**src/pthi_pkg.sv**
```systemverilog
package pthi_pkg;
    // Register offsets (byte register addresses)
    localparam logic [7:0] PTHI_ADDR_CTRL     = 8'h89;
    localparam logic [7:0] PTHI_ADDR_LOW_UP   = 8'h8a;
    localparam logic [7:0] PTHI_ADDR_LOW_LO   = 8'h8b;
    localparam logic [7:0] PTHI_ADDR_HIGH_UP  = 8'h8c;
    localparam logic [7:0] PTHI_ADDR_HIGH_LO  = 8'h8d;
    localparam logic [7:0] PTHI_ADDR_FLAGS    = 8'h8e;
    localparam logic [7:0] PTHI_ADDR_MOD      = 8'h8f;
    // Status flag positions
    localparam int PTHI_FLAG_READY = 3;
    localparam int PTHI_FLAG_BELOW = 1;
    localparam int PTHI_FLAG_ABOVE = 0;
    // Interrupt control field positions
    localparam int PTHI_CTL_CNT_LSB  = 5;
    localparam int PTHI_CTL_RDY_EN   = 3;
    localparam int PTHI_CTL_TH_EN    = 1;
    localparam int PTHI_CTL_TH_SEL   = 0;
    // Reset values and flag mask
    localparam logic [7:0] PTHI_CTRL_RST  = 8'h00;
    localparam logic [7:0] PTHI_THR_RST   = 8'h00;
    localparam logic [7:0] PTHI_MOD_RST   = 8'h01;
    localparam logic [7:0] PTHI_FLAGS_MSK = 8'h0b;
    // Count width for up to 128 consecutive hits
    localparam int PTHI_CNT_W = 8;
endpackage

```
**src/pthi_if.sv**
```systemverilog
`timescale 1ns/1ps
// Carries a debounced comparison request between top and counter
interface pthi_if;
    logic       sample;     // New measurement this cycle
    logic       beyond;     // Measurement is past the threshold
    logic [2:0] cnt_sel;    // Consecutive count code
    logic       hit;        // Enough consecutive samples seen
    modport ctl (output sample, output beyond, output cnt_sel, input hit);
    modport cnt (input sample, input beyond, input cnt_sel, output hit);
endinterface

```
**src/pthi_core.sv**
```systemverilog
`timescale 1ns/1ps
module pthi_core
    import pthi_pkg::*;
(
    input  wire logic        i_clk,       // System clock, 125 MHz
    input  wire logic        i_sys_rst,   // Synchronous reset, active high
    input  wire logic        i_wr,        // Register write strobe
    input  wire logic        i_rd,        // Register read strobe
    input  wire logic [7:0]  i_addr,      // Register address
    input  wire logic [7:0]  i_wdata,     // Write data
    input  wire logic        i_meas_vld,  // New proximity result pulse
    input  wire logic [15:0] i_meas,      // Proximity result word
    output logic      [7:0]  o_rdata,     // Read data, registered
    output logic             o_int_n,     // Interrupt pad, active low
    output logic      [2:0]  o_delay,     // Modulation delay time
    output logic      [1:0]  o_freq,      // Proximity frequency
    output logic      [2:0]  o_dead       // Modulation dead time
);
    ////////////////////////////////////////////////////////////////////
    // Declarations
    logic [7:0]  ctrl_r,   ctrl_nxt;      // Interrupt control
    logic [15:0] low_r,    low_nxt;       // Low threshold word
    logic [15:0] high_r,   high_nxt;      // High threshold word
    logic [7:0]  flags_r,  flags_nxt;     // Sticky status flags
    logic [7:0]  mod_r,    mod_nxt;       // Modulator timing
    logic [7:0]  rdata_r,  rdata_nxt;     // Read data
    logic        int_n_r,  int_n_nxt;     // Pad level
    logic        below_hit;               // Debounced low crossing
    logic        above_hit;               // Debounced high crossing
    logic        use_prox;                // Compare proximity results

    pthi_if low_bus ();
    pthi_if high_bus ();

    ////////////////////////////////////////////////////////////////////
    // Threshold comparators feeding the run counters
    assign use_prox         = ~ctrl_r[PTHI_CTL_TH_SEL];
    assign low_bus.sample   = i_meas_vld & use_prox;
    assign low_bus.beyond   = i_meas < low_r;
    assign low_bus.cnt_sel  = ctrl_r[PTHI_CTL_CNT_LSB +: 3];
    assign high_bus.sample  = i_meas_vld & use_prox;
    assign high_bus.beyond  = i_meas > high_r;
    assign high_bus.cnt_sel = ctrl_r[PTHI_CTL_CNT_LSB +: 3];
    assign below_hit        = low_bus.hit & ctrl_r[PTHI_CTL_TH_EN];
    assign above_hit        = high_bus.hit & ctrl_r[PTHI_CTL_TH_EN];

    pthi_run_counter u_low (
        .i_clk     (i_clk),
        .i_sys_rst (i_sys_rst),
        .bus       (low_bus)
    );

    pthi_run_counter u_high (
        .i_clk     (i_clk),
        .i_sys_rst (i_sys_rst),
        .bus       (high_bus)
    );

    ////////////////////////////////////////////////////////////////////
    // Register writes and flag updates
    always_comb begin
        ctrl_nxt  = ctrl_r;
        low_nxt   = low_r;
        high_nxt  = high_r;
        mod_nxt   = mod_r;
        flags_nxt = flags_r;
        if (i_wr) begin
            case (i_addr)
                PTHI_ADDR_CTRL:    ctrl_nxt       = i_wdata & 8'hfb;
                PTHI_ADDR_LOW_UP:  low_nxt[15:8]  = i_wdata;
                PTHI_ADDR_LOW_LO:  low_nxt[7:0]   = i_wdata;
                PTHI_ADDR_HIGH_UP: high_nxt[15:8] = i_wdata;
                PTHI_ADDR_HIGH_LO: high_nxt[7:0]  = i_wdata;
                PTHI_ADDR_FLAGS:   flags_nxt      = flags_r & ~i_wdata;
                PTHI_ADDR_MOD:     mod_nxt        = i_wdata;
                default:           ;                           // Unmapped: ignored
            endcase
        end
        // Events set after the clear so a set wins
        if (i_meas_vld && ctrl_r[PTHI_CTL_RDY_EN]) begin
            flags_nxt[PTHI_FLAG_READY] = 1'b1;
        end
        if (below_hit) begin
            flags_nxt[PTHI_FLAG_BELOW] = 1'b1;
        end
        if (above_hit) begin
            flags_nxt[PTHI_FLAG_ABOVE] = 1'b1;
        end
        flags_nxt = flags_nxt & PTHI_FLAGS_MSK;
    end

    ////////////////////////////////////////////////////////////////////
    // Read mux and pad level
    always_comb begin
        rdata_nxt = rdata_r;
        if (i_rd) begin
            case (i_addr)
                PTHI_ADDR_CTRL:    rdata_nxt = ctrl_r;
                PTHI_ADDR_LOW_UP:  rdata_nxt = low_r[15:8];
                PTHI_ADDR_LOW_LO:  rdata_nxt = low_r[7:0];
                PTHI_ADDR_HIGH_UP: rdata_nxt = high_r[15:8];
                PTHI_ADDR_HIGH_LO: rdata_nxt = high_r[7:0];
                PTHI_ADDR_FLAGS:   rdata_nxt = flags_r;
                PTHI_ADDR_MOD:     rdata_nxt = mod_r;
                default:           rdata_nxt = 8'h00;          // Unmapped reads zero
            endcase
        end
        int_n_nxt = ~(|flags_nxt);
    end

    ////////////////////////////////////////////////////////////////////
    // State registers
    always_ff @(posedge i_clk) begin
        if (i_sys_rst) begin
            ctrl_r  <= PTHI_CTRL_RST;
            low_r   <= {PTHI_THR_RST, PTHI_THR_RST};
            high_r  <= {PTHI_THR_RST, PTHI_THR_RST};
            flags_r <= 8'h00;
            mod_r   <= PTHI_MOD_RST;
            rdata_r <= 8'h00;
            int_n_r <= 1'b1;
        end else begin
            ctrl_r  <= ctrl_nxt;
            low_r   <= low_nxt;
            high_r  <= high_nxt;
            flags_r <= flags_nxt;
            mod_r   <= mod_nxt;
            rdata_r <= rdata_nxt;
            int_n_r <= int_n_nxt;
        end
    end

    ////////////////////////////////////////////////////////////////////
    // Outputs
    assign o_rdata = rdata_r;
    assign o_int_n = int_n_r;
    assign o_delay = mod_r[7:5];
    assign o_freq  = mod_r[4:3];
    assign o_dead  = mod_r[2:0];
endmodule

```
**src/pthi_run_counter.sv**
```systemverilog
`timescale 1ns/1ps
// Counts consecutive measurements beyond one threshold
module pthi_run_counter
    import pthi_pkg::*;
(
    input  wire logic i_clk,     // System clock
    input  wire logic i_sys_rst, // Synchronous reset, active high
    pthi_if.cnt       bus        // Comparison request
);
    logic [PTHI_CNT_W-1:0] run_r;   // Consecutive hit count
    logic [PTHI_CNT_W-1:0] run_nxt;
    logic [PTHI_CNT_W-1:0] need;    // Hits needed, 2 to the code
    logic                  hit_r;
    logic                  hit_nxt;

    assign need   = PTHI_CNT_W'(1) << bus.cnt_sel;
    assign bus.hit = hit_r;

    ////////////////////////////////////////////////////////////////////
    // Next count: restart on a miss, fire once the run reaches need
    always_comb begin
        run_nxt = run_r;
        hit_nxt = 1'b0;
        if (bus.sample) begin
            if (!bus.beyond) begin
                run_nxt = '0;
            end else if (run_r + 1'b1 >= need) begin
                run_nxt = '0;        // Restart run after firing
                hit_nxt = 1'b1;
            end else begin
                run_nxt = run_r + 1'b1;
            end
        end
    end

    // Register the count
    always_ff @(posedge i_clk) begin
        if (i_sys_rst) begin
            run_r <= '0;
            hit_r <= 1'b0;
        end else begin
            run_r <= run_nxt;
            hit_r <= hit_nxt;
        end
    end
endmodule

```
**config.mk**
```make
export PLATFORM = sky130hd
export DESIGN_NAME = pthi_core
export DESIGN_NICKNAME = d
export VERILOG_FILES = /design/src/pthi_pkg.sv /design/src/pthi_if.sv /design/src/pthi_core.sv /design/src/pthi_run_counter.sv
export SDC_FILE = /design/constraint.sdc
export NUM_CORES = 1
export LEC_CHECK = 0
export ABC_AREA = 0
export BUFFER_PORTS_ARGS = -buffer_cell sky130_fd_sc_hd__buf_2
export CAP_MARGIN = 25
export CORE_UTILIZATION = 55
export DETAILED_ROUTE_END_ITERATION = 6
export PLACE_DENSITY = 0.87
export SYNTH_ARGS = -nofsm -noshare
export SYNTH_HDL_FRONTEND = slang
export SYNTH_HIERARCHICAL = 1
export SYNTH_SLANG_ARGS = --single-unit
```
**constraint.sdc**
```tcl
create_clock -name i_clk -period 4 [get_ports i_clk]
set_clock_uncertainty 0.15 [all_clocks]
set_input_delay 0.8 -clock i_clk [delete_from_list [all_inputs] [get_ports i_clk]]
set_output_delay 0.8 -clock i_clk [all_outputs]
set_load 0.01 [all_outputs]
```
==> run_summary.xml <==
<?xml version="1.0" encoding="UTF-8"?>
<metrics>
  <group name="clocking">
    <metric name="cts.repair_timing.setup_buffer_count" unit="">0</metric>
    <metric name="cts.root.buffer_cell" unit="">sky130_fd_sc_hd__clkbuf_8</metric>
    <metric name="cts-buffers-inserted" unit="">9</metric>
    <metric name="cts.hold.buffers_added" unit="">0</metric>
    <metric name="clock-sinks" unit="">77</metric>
    <metric name="post_cts_resized" unit="">0</metric>
    <metric name="clk_path_buf_depth" unit="">2</metric>
    <metric name="maximum_level_of_the_cts_h_tree" unit="">3</metric>
    <metric name="clock_tree_from_tritoncts" unit="">done</metric>
    <metric name="insertion_delay" unit="ns">0.35</metric>
    <metric name="post_cts_clock_slew_at_the_launch_and_capture_registers_of_the_worst_setup_and_hold_paths" unit="ns">0.08</metric>
  </group>
  <group name="power">
    <metric name="p_int" unit="mW">1.20</metric>
    <metric name="total_leakage_power" unit="nW">2.07</metric>
    <metric name="p_seq_share" unit="%">48.9</metric>
    <metric name="power_density" unit="nW/um^2">295</metric>
    <metric name="power.clock.fraction" unit="%">42.7</metric>
    <metric name="power_switching_share" unit="%">23.6</metric>
    <metric name="vdd_drop_max" unit="mV">0.297</metric>
    <metric name="power.net_switching" unit="mW">0.371</metric>
    <metric name="power.share.combinational" unit="%">8.5</metric>
  </group>
  <group name="synthesis">
    <metric name="yosys_warnings" unit="">6</metric>
    <metric name="synthFlopType" unit="">sky130_fd_sc_hd__dfxtp_1</metric>
    <metric name="syn_area" unit="sq um">4790</metric>
    <metric name="yosys.cell_count.top_type" unit="">sky130_fd_sc_hd__dfxtp_1</metric>
    <metric name="edff_count_synth" unit="">0</metric>
    <metric name="synth_common_cells" unit="">sky130_fd_sc_hd__dfxtp_1, sky130_fd_sc_hd__nor2_1, sky130_fd_sc_hd__ha_1, sky130_fd_sc_hd__nand2_1</metric>
    <metric name="ys_seq_area_share" unit="%">32.2</metric>
    <metric name="yosys_register_bits" unit="">77</metric>
    <metric name="synth_top_area_share" unit="%">32.2</metric>
    <metric name="netlist.top_cell.by_area" unit="">sky130_fd_sc_hd__dfxtp_1</metric>
    <metric name="synth_cell_type_count" unit="">54</metric>
    <metric name="synth_cells" unit="">554</metric>
    <metric name="async_flop_share" unit="%">0</metric>
    <metric name="synth_nets" unit="">640</metric>
    <metric name="post_synth_main_area_contributors" unit="">sky130_fd_sc_hd__dfxtp_1, sky130_fd_sc_hd__ha_1, sky130_fd_sc_hd__mux2i_1</metric>
    <metric name="synth_area_per_cell" unit="sq um">8.64</metric>
  </group>
  <group name="worst_setup_path">
    <metric name="crit_required" unit="ns">4.09</metric>
    <metric name="cp_data_arrival_time" unit="ns">2.99</metric>
    <metric name="critical_path_peak_fanout" unit="">8</metric>
    <metric name="crit_path_end_kind" unit="">flop</metric>
    <metric name="worst-r2r-setup-slack" unit="ns">1.10</metric>
    <metric name="worst_reg2reg_path_depth" unit="">8</metric>
    <metric name="reg2reg_from" unit="">u_low/run_r[0]</metric>
    <metric name="setup.worst_path.start_class" unit="">flop</metric>
    <metric name="timing.rr.end" unit="">u_low/run_r[1]</metric>
    <metric name="worstSetupPathType" unit="">flop to flop</metric>
  </group>
  <group name="grt">
    <metric name="grt_usage" unit="%">28.5</metric>
    <metric name="grt_pass1_vias" unit="">4293</metric>
    <metric name="grt_remaining_overflow" unit="">0</metric>
    <metric name="groute.layer.met2.usage" unit="%">49.8</metric>
    <metric name="grt_antenna_before_repair" unit="">0</metric>
    <metric name="first_pass_grt_wire_length" unit="um">19800</metric>
    <metric name="grt_max_degree" unit="">36</metric>
    <metric name="met3_usage" unit="%">4.55</metric>
    <metric name="globalRouteMet1Util" unit="%">32.2</metric>
    <metric name="grt_most_used_layer" unit="">met2</metric>
  </group>
  <group name="routing">
    <metric name="routed_wirelength" unit="um">12500</metric>
    <metric name="antenna_left" unit="">0</metric>
    <metric name="wl_per_cell" unit="um">17.7</metric>
    <metric name="vias_per_cell" unit="">6.26</metric>
    <metric name="first_iteration_detailed_routing_drc_count" unit="">302</metric>
    <metric name="drcViolationCount" unit="">0</metric>
    <metric name="dr_total_vias" unit="">4444</metric>
    <metric name="drt_first_pass_iters" unit="">6</metric>
  </group>
  <group name="min_path">
    <metric name="hp-class" unit="">flop to flop</metric>
    <metric name="holdCritStartpoint" unit="">o_rdata[6]</metric>
    <metric name="whs_path_depth" unit="">2</metric>
    <metric name="min_to" unit="">o_rdata[6]</metric>
  </group>
  <group name="finish">
    <metric name="final_core_utilization" unit="%">64.0</metric>
    <metric name="proportion_of_layout_cells_with_a_drive_suffix_above_1" unit="%">16.0</metric>
    <metric name="total_non_filler_cell_area_in_the_finished_layout" unit="sq um">5340</metric>
    <metric name="areaGrowthSynthToFinish" unit="%">11.4</metric>
    <metric name="diodes" unit="">0</metric>
    <metric name="num-nets-final" unit="">686</metric>
  </group>
  <group name="placement">
    <metric name="port-buffer-count" unit="">53</metric>
    <metric name="placed_cell_area" unit="sq um">5110</metric>
    <metric name="hpwl_reported_at_the_end_of_detailed_placement" unit="um">8940</metric>
    <metric name="routabilityCongestion" unit="">0.905</metric>
  </group>
  <group name="floorplanning">
    <metric name="floorplan.io_pins" unit="">54</metric>
    <metric name="placeableCoreArea" unit="sq um">8340</metric>
    <metric name="row_count" unit="">33</metric>
    <metric name="die-width" unit="um">95.3</metric>
    <metric name="floorplan.initialDensity" unit="%">57.4</metric>
    <metric name="chipHeight" unit="um">95.3</metric>
    <metric name="die_area" unit="sq um">9080</metric>
  </group>
  <group name="timing">
    <metric name="timing_max_transition_violations_final" unit="">0</metric>
    <metric name="finalSetupViolations" unit="">0</metric>
    <metric name="fmax" unit="GHz">0.345</metric>
    <metric name="worst_pin_slew" unit="ns">0.608</metric>
    <metric name="final_period_minus_worst_setup_slack" unit="ns">2.90</metric>
    <metric name="final-hold-violation-count" unit="">0</metric>
    <metric name="fin_tns_setup" unit="ns">0</metric>
    <metric name="slew-limit-headroom" unit="%">59.4</metric>
    <metric name="final.period_utilization" unit="%">72.5</metric>
    <metric name="setup_repair_after_global_routing_missed_its_margin" unit="">false</metric>
  </group>
  <group name="status">
    <metric name="outcome" unit="">complete, no violations</metric>
  </group>
  <group name="flow_run">
    <metric name="max-cap-violations" unit="">0</metric>
  </group>
</metrics>
metrics by stage:
step / power, mW / hold WS, ns / cells / setup slack, ns
after floorplan: 0.864 / 0.286 / 554 / 1.13
after global placement: 0.909 / 0.289 / 694 / 0.958
after detailed placement: 0.914 / 0.297 / 694 / 0.811
after CTS: 1.57 / 0.313 / 710 / 1.12
after global routing: 1.62 / 0.342 / 710 / 0.948
final: 1.57 / 0.310 / 710 / 1.10
cell usage in the layout, fill, tap and decap left out, types with 4 or more instances in the layout:
cell,instances
sky130_fd_sc_hd__or3b_2,4
sky130_fd_sc_hd__xnor2_1,4
sky130_fd_sc_hd__o31ai_1,11
sky130_fd_sc_hd__nand4_1,11
sky130_fd_sc_hd__nor2b_1,13
sky130_fd_sc_hd__nand3_1,27
sky130_fd_sc_hd__inv_1,38
sky130_fd_sc_hd__clkbuf_8,11
sky130_fd_sc_hd__ha_1,49
sky130_fd_sc_hd__mux2_2,4
sky130_fd_sc_hd__or2_2,4
sky130_fd_sc_hd__mux2i_1,38
sky130_fd_sc_hd__a22oi_1,5
sky130_fd_sc_hd__or3_1,5
sky130_fd_sc_hd__nand3b_1,23
sky130_fd_sc_hd__a21o_1,8
sky130_fd_sc_hd__o41ai_1,4
sky130_fd_sc_hd__nor3_1,5
sky130_fd_sc_hd__buf_2,53
sky130_fd_sc_hd__a22o_1,4
sky130_fd_sc_hd__nand2_1,49
sky130_fd_sc_hd__a21oi_1,28
sky130_fd_sc_hd__nor2_1,52
sky130_fd_sc_hd__o21ai_0,20
sky130_fd_sc_hd__dfxtp_1,77
power groups by stage:
stage | registers, mW | logic [mW] | clock network, mW
floorplan | 0.786 | 0.0781 | 0
global placement | 0.787 | 0.122 | 0
detailed placement | 0.787 | 0.128 | 0
CTS | 0.769 | 0.130 | 0.672
global route | 0.769 | 0.145 | 0.706
finish | 0.769 | 0.133 | 0.671
cells by family after synthesis:
| logic type | after synthesis | share of synthesized area [%] |
|---|---|---|
| flip-flops | 77 | 32.2 |
| AO/OA/AOI/OAI | 112 | 16.3 |
| XOR/XNOR | 6 | 1.10 |
| AND/OR/NAND/NOR | 207 | 22.8 |
| multiplexers | 44 | 9.82 |
| adder cells (fa/ha/maj) | 49 | 12.8 |
| buffers and inverters | 59 | 5.02 |
worst max path at each step:
| stage | cells past startpoint | end | slack [ns] | startpoint |
|---|---|---|---|---|
| CTS | 8 | u_low/run_r[1] | 1.12 | u_low/run_r[0] |
| finish | 8 | u_low/run_r[1] | 1.10 | u_low/run_r[0] |
| detailed placement | 10 | u_low/run_r[1] | 0.81 | i_meas[2] |
| global placement | 10 | u_low/run_r[1] | 0.96 | i_meas[2] |
| global route | 8 | u_low/run_r[1] | 0.95 | u_low/run_r[0] |
| floorplan | 10 | u_low/run_r[0] | 1.13 | i_meas[2] |
metal layers:
metal,vias to the layer above,share of wire (%)
met5,-,0
met4,0,5.0
met3,56,5.4
met2,182,51
met1,2108,39
li1,2098,-
sequential cells by signal (all words and copies together), names as in the netlist:
register,cells
u_low/bus.hit,1
u_low/run_r,8
low_r,16
o_int_n,1
ctrl_r,7
flags_r,3
u_high/bus.hit,1
mod_r,8
high_r,16
u_high/run_r,8
o_rdata,8
layout make-up:
type	instances	area [sq um]
Fill cell	708	3000
Sequential cell	77	1540
Multi-Input combinational cell	418	3010
Clock buffer	13	159
Clock inverter	3	67.6
Timing Repair Buffer	56	288
Inverter	38	143
Tap cell	105	131
critical path, stage by stage, from the launching register on:
cell and delay [ns]:
sky130_fd_sc_hd__dfxtp_1 0.44, sky130_fd_sc_hd__nand3_2 0.16, sky130_fd_sc_hd__o31a_2 0.38, sky130_fd_sc_hd__or2_2 0.30, sky130_fd_sc_hd__ha_1 0.34, sky130_fd_sc_hd__a21oi_1 0.18, sky130_fd_sc_hd__nand3_1 0.14, sky130_fd_sc_hd__or2_2 0.41
sky130_fd_sc_hd__o41ai_1 0.29
Power figures use the tool's default switching activity.
